**config.mk**
```make
export PLATFORM = sky130hd
export DESIGN_NAME = gcl_codec
export DESIGN_NICKNAME = d
export VERILOG_FILES = /design/src/logic/gcl_pkg.sv /design/src/logic/gcl_law.sv /design/src/logic/gcl_codec.sv
export SDC_FILE = /design/constraint.sdc
export NUM_CORES = 1
export LEC_CHECK = 0
export ABC_CLOCK_PERIOD_IN_PS = 4200
export BUFFER_PORTS_ARGS = -buffer_cell sky130_fd_sc_hd__buf_2
export CAP_MARGIN = 20
export CORE_ASPECT_RATIO = 1.75
export CORE_MARGIN = 8
export CORE_UTILIZATION = 45
export CTS_BUF_LIST = sky130_fd_sc_hd__clkbuf_8 sky130_fd_sc_hd__clkbuf_16
export DETAILED_ROUTE_END_ITERATION = 10
export PLACE_DENSITY = 0.7
export SLEW_MARGIN = 30
export SYNTH_ARGS = -nofsm -noshare
export SYNTH_HDL_FRONTEND = slang
export SYNTH_SLANG_ARGS = --single-unit
```
**constraint.sdc**
```tcl
create_clock -name mclk -period 4.2 [get_ports mclk]
set_input_delay 0.21 -clock mclk [delete_from_list [all_inputs] [get_ports mclk]]
set_output_delay 0.21 -clock mclk [all_outputs]
set_load 0.005 [all_outputs]
```
**src/logic/gcl_pkg.sv**
```systemverilog
// constants and types for the companding and loopback block
package gcl_pkg;
  // register map
  localparam logic [6:0]  GCL_CTRL_OFS     = 7'h05;
  localparam logic [15:0] GCL_CTRL_RST     = 16'h0000;
  // control field positions
  localparam int          GCL_PLAY_LOOP_B  = 6;
  localparam int          GCL_PLAY_LAW_LSB = 3;
  localparam int          GCL_REC_LAW_LSB  = 1;
  localparam int          GCL_REC_LOOP_B   = 0;
  localparam int          GCL_PACKED_B     = 7;
  // law selection codes
  typedef enum logic [1:0] {
    GCL_LAW_OFF  = 2'b00,
    GCL_LAW_RSVD = 2'b01,
    GCL_LAW_MU   = 2'b10,
    GCL_LAW_A    = 2'b11
  } gcl_law_t;
  // inversion masks applied to the code word
  localparam logic [7:0]  GCL_MU_INV       = 8'hff;
  localparam logic [7:0]  GCL_A_INV        = 8'h55;
  // segment and bias figures
  localparam logic [14:0] GCL_MU_BIAS      = 15'h0021;
  localparam logic [14:0] GCL_MU_CLIP      = 15'h1fff;
  localparam logic [15:0] GCL_MU_DBIAS     = 16'h0084;
  localparam logic [15:0] GCL_A_SEG1_ADD   = 16'h0108;
  localparam logic [15:0] GCL_A_SEG0_ADD   = 16'h0008;
  localparam int          GCL_SEGS         = 8;
  // interface word lengths in bits
  localparam logic [5:0]  GCL_WL_PACKED    = 6'h08;
  localparam logic [5:0]  GCL_WL_16        = 6'h10;
  localparam logic [5:0]  GCL_WL_20        = 6'h14;
  localparam logic [5:0]  GCL_WL_24        = 6'h18;
  localparam logic [5:0]  GCL_WL_32        = 6'h20;
endpackage

```
**src/logic/gcl_law.sv**
```systemverilog
// combinational g.711 segment encoder and decoder
`timescale 1ns/100ps
module gcl_law
  import gcl_pkg::*;
(
  input  wire logic [15:0] linIn,   // linear sample to compress
  input  wire gcl_law_t    encLaw,  // law for compression
  output logic      [7:0]  codeOut, // transmitted code, inversion applied
  input  wire logic [7:0]  codeIn,  // received code, inversion still applied
  input  wire gcl_law_t    decLaw,  // law for expansion
  output logic      [15:0] linOut   // expanded sample, left aligned
);

  // mu-law: 14-bit signed source, 13-bit magnitude after bias
  function automatic logic [7:0] muEnc(input logic [15:0] s);
    logic [13:0] s14;
    logic [14:0] mag;
    logic [2:0]  seg;
    logic [14:0] sh;
    logic        found;
    s14   = s[15:2];
    mag   = s14[13] ? 15'(-$signed({s14[13], s14})) : {1'b0, s14};
    mag   = mag + GCL_MU_BIAS;
    if (mag > GCL_MU_CLIP) mag = GCL_MU_CLIP;  // clip keeps segment 7 the top
    seg   = 3'h7;
    found = 1'b0;
    // eight segments, each doubling the step size
    for (int i = 0; i < GCL_SEGS; i++) begin
      if (!found && mag < (15'h0040 << i)) begin
        seg   = 3'(i);
        found = 1'b1;
      end
    end
    // shift widened so segment 7 moves by eight, not wrapping to zero
    sh    = mag >> ({1'b0, seg} + 4'h1);
    // sign, exponent, mantissa, all bits inverted
    return {~s14[13], seg, sh[3:0]} ^ GCL_MU_INV ^ 8'h80;
  endfunction

  // a-law: 13-bit signed source, 12-bit magnitude
  function automatic logic [7:0] aEnc(input logic [15:0] s);
    logic [12:0] s13;
    logic [11:0] mag;
    logic [2:0]  seg;
    logic [11:0] sh;
    logic        found;
    s13   = s[15:3];
    mag   = s13[12] ? ~s13[11:0] : s13[11:0];
    seg   = 3'h0;
    found = 1'b0;
    for (int i = 0; i < GCL_SEGS; i++) begin
      if (!found && {1'b0, mag} < (13'h0020 << i)) begin
        seg   = 3'(i);
        found = 1'b1;
      end
    end
    sh    = (seg < 3'h2) ? (mag >> 1) : (mag >> seg);
    // positive samples carry sign 1; even bits inverted
    return {~s13[12], seg, sh[3:0]} ^ GCL_A_INV;
  endfunction

  // mu-law expansion back to 14 bits, left aligned in 16
  function automatic logic [15:0] muDec(input logic [7:0] c);
    logic [7:0]  u;
    logic [15:0] t;
    u = c ^ GCL_MU_INV;
    t = (({12'h000, u[3:0]} << 3) + GCL_MU_DBIAS) << u[6:4];
    return u[7] ? (GCL_MU_DBIAS - t) : (t - GCL_MU_DBIAS);
  endfunction

  // a-law expansion back to 13 bits, left aligned in 16
  function automatic logic [15:0] aDec(input logic [7:0] c);
    logic [7:0]  a;
    logic [15:0] t;
    a = c ^ GCL_A_INV;
    t = {8'h00, a[3:0], 4'h0};
    if (a[6:4] == 3'h0) t = t + GCL_A_SEG0_ADD;
    else t = (t + GCL_A_SEG1_ADD) << (a[6:4] - 3'h1);
    return a[7] ? t : 16'(-t);
  endfunction

  // law select per direction; reserved code never reaches here as a law
  always_comb begin
    unique case (encLaw)
      GCL_LAW_MU: codeOut = muEnc(linIn);
      GCL_LAW_A:  codeOut = aEnc(linIn);
      default:    codeOut = 8'h00;
    endcase
    unique case (decLaw)
      GCL_LAW_MU: linOut = muDec(codeIn);
      GCL_LAW_A:  linOut = aDec(codeIn);
      default:    linOut = 16'h0000;
    endcase
  end

endmodule // gcl_law

```
**src/logic/gcl_codec.sv**
```systemverilog
// companding and digital loopback between record and playback interfaces
`timescale 1ns/100ps
module gcl_codec
  import gcl_pkg::*;
(
  input  wire logic        mclk,            // block clock, 25 MHz
  input  wire logic        rst_n,           // async reset, active low
  input  wire logic        ce,              // clock enable, freezes all state
  input  wire logic        regWrite,        // register write strobe
  input  wire logic [6:0]  regAddr,         // register address
  input  wire logic [15:0] regWrData,       // register write data
  output logic      [15:0] regRdData,       // registered read data
  input  wire logic [1:0]  audioWordLength, // normal interface word length
  output logic      [5:0]  effWordLen,      // word length in force, bits
  input  wire logic [15:0] recSample,       // linear record sample
  input  wire logic        recSampleValid,  // record sample strobe
  output logic      [31:0] recWord,         // record interface word, msb aligned
  output logic             recWordValid,    // record word strobe
  input  wire logic [31:0] playWord,        // received playback word, msb aligned
  input  wire logic        playWordValid,   // playback word strobe
  output logic      [15:0] playSample,      // linear playback sample
  output logic             playSampleValid  // playback sample strobe
);

  // all state of the block
  typedef struct packed {
    logic [7:0]  ctrl;       // control bits, bit 7 is the packed option
    logic [15:0] rdData;     // read data
    logic [5:0]  wordLen;    // effective word length
    logic [31:0] recWord;    // record word
    logic        recValid;   // record strobe
    logic [15:0] playSample; // playback sample
    logic        playValid;  // playback strobe
  } gcl_state_t;

  gcl_state_t stQ;  // registered state
  gcl_state_t stD;  // next state

  gcl_law_t   recLaw;      // law in force on the record side
  gcl_law_t   playLaw;     // law in force on the playback side
  logic [7:0] encCode;     // compressed record code
  logic [15:0] decSample;  // expanded playback sample
  logic [31:0] recNext;    // record word about to be sent
  logic        recNextV;   // its strobe
  logic [31:0] playIn;     // word entering the playback path
  logic        playInV;    // its strobe

  // law decode; reserved treated as off
  always_comb begin
    recLaw  = gcl_law_t'(stQ.ctrl[GCL_REC_LAW_LSB +: 2]);
    playLaw = gcl_law_t'(stQ.ctrl[GCL_PLAY_LAW_LSB +: 2]);
    if (recLaw == GCL_LAW_RSVD) recLaw = GCL_LAW_OFF;
    if (playLaw == GCL_LAW_RSVD) playLaw = GCL_LAW_OFF;
  end

  // encoder and decoder share one combinational core
  gcl_law uLaw (
    .linIn   (recSample),
    .encLaw  (recLaw),
    .codeOut (encCode),
    .codeIn  (playIn[31:24]),
    .decLaw  (playLaw),
    .linOut  (decSample)
  );

  // data routing; both loops may be on at once
  always_comb begin
    if (stQ.ctrl[GCL_PLAY_LOOP_B]) begin
      // received word replaces the record input
      recNext  = playWord;
      recNextV = playWordValid;
    end else if (recLaw == GCL_LAW_OFF) begin
      recNext  = {recSample, 16'h0000};
      recNextV = recSampleValid;
    end else begin
      // code in the top byte, lower bits zero
      recNext  = {encCode, 24'h000000};
      recNextV = recSampleValid;
    end
    if (stQ.ctrl[GCL_REC_LOOP_B]) begin
      // record output word drives the playback path
      playIn  = recNext;
      playInV = recNextV;
    end else begin
      playIn  = playWord;
      playInV = playWordValid;
    end
  end

  // next-state logic
  always_comb begin
    stD = stQ;
    if (ce) begin
      // control register write, unused bits dropped
      if (regWrite && regAddr == GCL_CTRL_OFS) begin
        stD.ctrl = regWrData[7:0];
      end
      // read data follows the address one cycle later
      stD.rdData = (regAddr == GCL_CTRL_OFS) ? {8'h00, stQ.ctrl} : 16'h0000;
      // packed option overrides the normal length
      if (stQ.ctrl[GCL_PACKED_B]) begin
        stD.wordLen = GCL_WL_PACKED;
      end else begin
        unique case (audioWordLength)
          2'b00:   stD.wordLen = GCL_WL_16;
          2'b01:   stD.wordLen = GCL_WL_20;
          2'b10:   stD.wordLen = GCL_WL_24;
          2'b11:   stD.wordLen = GCL_WL_32;
        endcase
      end
      stD.recValid  = recNextV;
      stD.playValid = playInV;
      if (recNextV) stD.recWord = recNext;
      if (playInV) begin
        // linear pass-through takes the top 16 bits
        stD.playSample = (playLaw == GCL_LAW_OFF) ? playIn[31:16] : decSample;
      end
    end
  end

  // state register; register defaults on reset
  always_ff @(posedge mclk or negedge rst_n) begin
    if (!rst_n) begin
      stQ.ctrl       <= GCL_CTRL_RST[7:0];
      stQ.rdData     <= 16'h0000;
      stQ.wordLen    <= GCL_WL_16;
      stQ.recWord    <= 32'h00000000;
      stQ.recValid   <= 1'b0;
      stQ.playSample <= 16'h0000;
      stQ.playValid  <= 1'b0;
    end else begin
      stQ <= stD;
    end
  end

  // outputs straight from flops
  assign regRdData       = stQ.rdData;
  assign effWordLen      = stQ.wordLen;
  assign recWord         = stQ.recWord;
  assign recWordValid    = stQ.recValid;
  assign playSample      = stQ.playSample;
  assign playSampleValid = stQ.playValid;

endmodule // gcl_codec

```
==> impl_results.md, run 1 <==
- Outcome: complete, but fails checks
- Failing checks: setup timing
- Worst rel slew slack: 0.448
- Crit path from: recSample[6]
- Initial antenna violation count: 1
- CP peak stage delay: around 500 ps
- Max clock buf depth: 2
- Final worst slack: -1030 ps
- CP endpoint kind: register
- Combinational power share: 0.457
- Switch share: 0.356
- Residual DRC count: 0
- FP Rows: 63
- Initial core utilization: 0.453
- Largest net degree at the start of global routing: between 70 and 80
- R2r setup slk: -170 ps
- GR Util All Layers: 0.315
- Pwr/cell area: 264 nW/um^2
- Buf+Inv Stages, Crit Path: 8
- Cells after synthesis: around 970
- Reg2Reg Depth: 19
- Detailed-route vias per instance: ~6.0
- Gr ovfl total: 0
- Number of max-cap violations: 0
- Detail Placement HPWL: 24700 um
- Top_reg_cell synth: dfrtp_1
- Vias in the first global route: ~9700
- Most common library cells after synthesis: 87 x nand2_1, 73 x buf_4, 69 x dfrtp_1, 68 x nor2_1, 60 x o21ai_0
- Clock latency on the worst-skew pair: approximately 340 ps
- Count leader, synth: nand2_1
- R2R Path End: playSample[12]
- Synth top area cells: dfrtp_1 23%, buf_4 7.2%, nand2_1 4.3%, xnor2_1 4.1%, o21ai_0 3.9%
- Tightest Pin Transition: 828 ps
- Die X: about 110 um
- Syn Area/Cell: between 7 and 8 um^2
- Sequential Power Share: 0.247
- CTS tree: yes
- Io pins: ~150
- Crit path kind: in -> reg
- Root Driver: clkbuf_16
- Mapped cell area: about 7600 um^2
- Drt total wl: about 35000 um
- Routed len/inst: around 22 um
- IO buf count: around 130
- Internal: 2.00 mW
- Synth unique cells: 100
- WP data required: approximately 4400 ps
- EDFF count, synth: 0
- First-pass GRT wire length: between 50000 and 60000 um
- Fin crit period: ~5200 ps
- Fin. max-slew vios: 0
- Die Area: approximately 21000 um^2
- Placer Congestion: 1.02
- Critical path's slowest cell: o211ai_1
- Yosys top cell area share: 0.227
- Maximum fanout along the worst path: 6
- Via count: ~9400
- Iteration-0 DRC count of the detailed router: between 600 and 700
- Fmax: about 0.19 GHz
- Yosys warns: 0
- Min-delay worst type: in -> reg
- Post-synthesis sequential area ratio: 0.230
- Worst-path clk slew: about 60 ps
- H-tree depth: 3
- Final worst path period share: 1.24
- Yosys reg bits: 70
- Antenna viol nets, final: 0
- FFs w/ async S/R, synth: 1.00
- Final hold viol count: 0
- WP data arrival: about 5400 ps
- Clock share of power: 0.297
- Area leader, netlist: dfrtp_1
- Clock sinks: 70
- Static Leak: approximately 5.3 nW
- Drt pass-1 iters: 5
- RSZ-0062 raised after global routing: true
- Layout Skew: between 10 and 15 ps
- Net Switching: roughly 1.1 mW
- Total Power: 3.10 mW
- Area delta synth->final: 54.5%
- Setup TNS: -10530 ps
- Cts bufs inserted: 9
- Final setup fails: 13
- Die Span Y: 188 um
- Core area: approximately 17000 um^2
- Worst R2R Start: stQ[74]
- Nets: approximately 1400
- Maximum vdd drop: 0.257 mV
- Setup crit end: playSample[11]
- Worst path depth: 25
- Share of cells above drive strength 1: 0.504
- Startpoint Class: input port
- Cell family with most CP delay: compound AO/OA/AOI/OAI gates
## cells in the final DEF (no fill, tap or decap), types with 8 or more instances in the layout
cell type	count
buf_4	300
buf_2	126
nand2_1	81
dfrtp_1	69
nor2_1	63
a21oi_1	52
o21ai_0	46
buf_6	33
xnor2_1	28
inv_1	24
a31oi_1	18
and3_1	17
o211ai_1	16
a22o_1	16
nand4_1	14
o22ai_1	14
mux2_2	14
nand2b_1	13
nor2b_1	13
nor3_1	12
a211oi_1	12
mux2i_1	12
o31ai_1	10
nand3_1	10
conb_1	10
o21ai_1	9
clkbuf_16	9
nor3_2	8
a21oi_2	8
## stage by stage
| step | instances | setup slack [ps] | area (um^2) | util | hold slack, ps |
|---|---|---|---|---|---|
| detailed placement | 1478 | -1530 | 9970 | 0.594 | 391 |
| global placement | 1478 | -1400 | 9960 | 0.593 | 393 |
| global route | 1551 | -1150 | 11800 | 0.700 | 88.1 |
| finish | 1551 | -1030 | 11800 | 0.700 | 92.4 |
| floorplan | 981 | -1540 | 7800 | - | -85.6 |
| CTS | 1535 | -700 | 11400 | 0.676 | 29.1 |
## final cells by class
class                           instances  area [um^2]
Antenna cell                            1         2.50
Clock buffer                           10          239
Clock inverter                          6          116
Fill cell                            1292         5040
Inverter                               33          134
Multi-Input combinational cell        740         5880
Sequential cell                        70         1750
Tap cell                              227          284
Timing Repair Buffer                  464         3340
## sequential cells by signal, summed over array words and instances, names as in the netlist
register	flops
effWordLen	4
playSample	16
playSampleValid	1
recWord	32
recWordValid	1
regRdData	8
stQ	8
## kinds of logic after synthesis
logic type	Yosys count	synth area share
compound gates	327	0.311
xor+xnor	44	0.0507
fa+ha+maj	13	0.0214
buf+inv	171	0.124
flops	70	0.230
mux	32	0.0477
other cells	1	0.000493
simple gates	314	0.215
## layer usage
layer  up-vias  track usage  routed length (um)
met5         -            0                   0
met4         0        0.260                3230
met3       229       0.0538                1970
met2       505        0.581               18200
met1      4417        0.291               11400
li1       4228            -                   -
## repair_timing
item                                    in CTS  in global routing
hold endpoints to repair                     0                 69
endpoints found under the setup margin      13                 13
resized for setup                          143                 55
pin swaps                                   85                 33
buffers inserted                            42                 15
hold buffers                                 0                  1
## worst reg2reg max path: cells and delay by family, from the launching register on
family / cells / cell delay (ps)
compound gates: 9 / 2270
simple gates: 6 / 870
xor+xnor: 1 / 150
fa+ha+maj: 1 / 210
flops: 1 / 350
buf+inv: 2 / 400
## worst min path at each step
| stage | slack (ps) | endpoint | cells after the start | start |
|---|---|---|---|---|
| after floorplan | -90 | effWordLen[2] | 0 | rst_n |
| after global placement | 390 | recWord[3] | 1 | rst_n |
| after detailed placement | 390 | recWord[1] | 1 | rst_n |
| after CTS | 30 | recWord[5] | 1 | rst_n |
| after global routing | 90 | recWord[7] | 2 | playWord[7] |
| final | 90 | recWord[2] | 2 | playWord[2] |
## power by group through the flow
| stage | clock network [mW] | logic (mW) | registers, mW |
|---|---|---|---|
| after global routing | 0.955 | 1.50 | 0.772 |
| after detailed placement | 0 | 1.13 | 0.776 |
| final | 0.921 | 1.42 | 0.766 |
| after global placement | 0 | 1.12 | 0.774 |
| after CTS | 0.934 | 1.30 | 0.765 |
| after floorplan | 0 | 0.654 | 0.764 |
Note: power is estimated with default switching activity, not from simulation.
==> run 2: changes to the inputs <==
Settings changed: PLACE_DENSITY 0.7 to 0.81.
==> impl_results.md, run 2 (synthesis gave the netlist of run 1 again) <==
- Outcome: complete, but fails checks
- Failing checks: setup timing
- Pre-CTS setup slack: -1450 ps (+84.1 ps)
- Critical path's slowest cell: o41a_1
- Initial antenna violation count: 2 (+1)
- RSZ-0062 raised after global routing: true
- Fmax: 0.193 GHz (+0.74%)
- Final worst path period share: 1.24 (-0.00912)
- Most common cell on crit path: buf_6
- Final setup fails: 13 (unchanged)
- Routed len/inst: 21.0 um (-6.0%)
- Worst rel slew slack: 0.444 (-0.00436)
- Crit path kind: in -> reg
- Worst hold start: playWord[2]
- Pwr/cell area: 261 nW/um^2 (-1.3%)
- Area post-placement: 9810 um^2 (-1.6%)
- Top reg by flops: recWord
- Cts bufs inserted: 9 (unchanged)
- Share of cells above drive strength 1: 0.464 (-0.0398)
- Setup TNS: -9910 ps (+620 ps)
- Area delta synth->final: 45.4%
- Gr ovfl total: 0 (unchanged)
- Reg2Reg Depth: 19 (unchanged)
- Layout Skew: 9.18 ps (-2.14 ps)
- CTS tree: yes
- Final Util: 0.659 (-0.0408)
- Final hold viol count: 0 (unchanged)
- Top flop regs: recWord: 32 flops, playSample: 16 flops
- Hold Path Cell Cnt: 2 (unchanged)
- Maximum fanout along the worst path: 5 (-1)
- Die Area: 21500 um^2 (unchanged)
- IO buf count: 132 (unchanged)
- Fin crit period: 5190 ps (-38.3 ps)
- WP data arrival: 5400 ps (-30 ps)
- Worst R2R Start: stQ[73]
- Root Driver: clkbuf_16
- Tightest Pin Transition: 834 ps (+6.53 ps)
- Worst Hold End: recWord[2]
- Nets: 1377 (-2.3%)
- Drt total wl: 32000 um (-7.9%)
- First-pass GRT wire length: 46900 um (-10%)
- Fin. max-slew vios: 0 (unchanged)
- Static Leak: 5.03 nW (-4.8%)
- WP data required: 4410 ps (about the same)
- Clock latency on the worst-skew pair: 340 ps (about the same)
- Maximum vdd drop: 0.171 mV (-34%)
- Worst-path clk slew: 60 ps (about the same)
- Residual DRC count: 0 (unchanged)
- WHS: 85.1 ps (-7.40 ps)
- Clock sinks: 70 (unchanged)
- Antenna viol nets, final: 0 (unchanged)
- R2r setup slk: -300 ps (-130 ps)
- Initial core utilization: 0.453 (unchanged)
- Max clock buf depth: 2 (unchanged)
- Most frequent cells in the layout: 285 x buf_4, 130 x buf_2, 84 x nand2_1
- Startpoint Class: input port
- Die X: 114 um (unchanged)
- CP peak stage delay: 460 ps (-40 ps)
- Number of max-cap violations: 0 (unchanged)
- Iteration-0 DRC count of the detailed router: 671 (+0.30%)
- Die Span Y: 188 um (unchanged)
- Design area: 11100 um^2 (-5.8%)
- Io pins: 151 (unchanged)
- Drt pass-1 iters: 7 (+2)
- GR Util All Layers: 0.281 (-0.0334)
- Largest net degree at the start of global routing: 71 (unchanged)
- Most common cell after layout, fill and taps aside: buf_4
- CP endpoint kind: register
- Core area: 16800 um^2 (unchanged)
- Placer Congestion: 1.03 (+0.64%)
- Detailed-route vias per instance: 6.04 (-0.17%)
- Min-delay worst type: in -> reg
- H-tree depth: 3 (unchanged)
- Vias in the first global route: 8823 (-8.7%)
- Via count: 9170 (-2.2%)
- Final worst slack: -989 ps (+38.3 ps)
- R2R Path End: playSample[12]
- Detail Placement HPWL: 24000 um (-2.6%)
- FP Rows: 63 (unchanged)
- Largest register FFs: 32 (unchanged)
run 2: stage by stage:
step,total power [mW],std cells
floorplan,1.42,981
global placement,1.87,1459
detailed placement,1.88,1459
CTS,2.77,1489
global route,3.01,1519
finish,2.89,1519
run 2: what timing repair did:
item | in CTS | in global routing
gates resized for setup | 58 | 62
hold buffers | 0 | 1
pin swaps | 29 | 43
buffers inserted | 14 | 28
setup endpoints to repair | 13 | 13
hold endpoints to repair | 0 | 69
run 2: critical path: cells and delay by family:
family	cells	cell delay [ps]
AND/OR/NAND/NOR	8	1410
AO/OA/AOI/OAI	9	2200
adder cells (fa/ha/maj)	2	380
buffers and inverters	8	1060
XOR/XNOR	1	150
run 2: power breakdown:
| group | internal [mW] | switching (mW) |
|---|---|---|
| Sequential | 0.730 | 0.0389 |
| Combinational | 0.603 | 0.682 |
| Clock | 0.522 | 0.311 |
| Total | 1.85 | 1.03 |
run 2: layout make-up:
cell class	count	area, um^2
Fill cell	1347	5730
Multi-Input combinational cell	740	5600
Timing Repair Buffer	431	2980
Sequential cell	70	1750
Tap cell	227	284
Clock buffer	9	225
Inverter	33	125
Clock inverter	7	97.6
Antenna cell	2	5.00
run 2: worst max path at each step:
stage / startpoint / endpoint / slack [ps]
final: recSample[9] / playSample[9] / -990
after global routing: recSample[2] / playSample[12] / -1160
after CTS: recSample[9] / playSample[12] / -740
after detailed placement: recSample[2] / playSample[13] / -1450
after global placement: recSample[2] / playSample[13] / -1470
after floorplan: recSample[15] / playSample[12] / -1540
run 2: metal layers:
metal  up-vias  GRT usage  routed length, um
met1      4332      0.269              10200
met4         0      0.210               2910
met3       199     0.0438               2160
met2       482      0.522              16700
met5         -          0                  0
li1       4157          -                  -
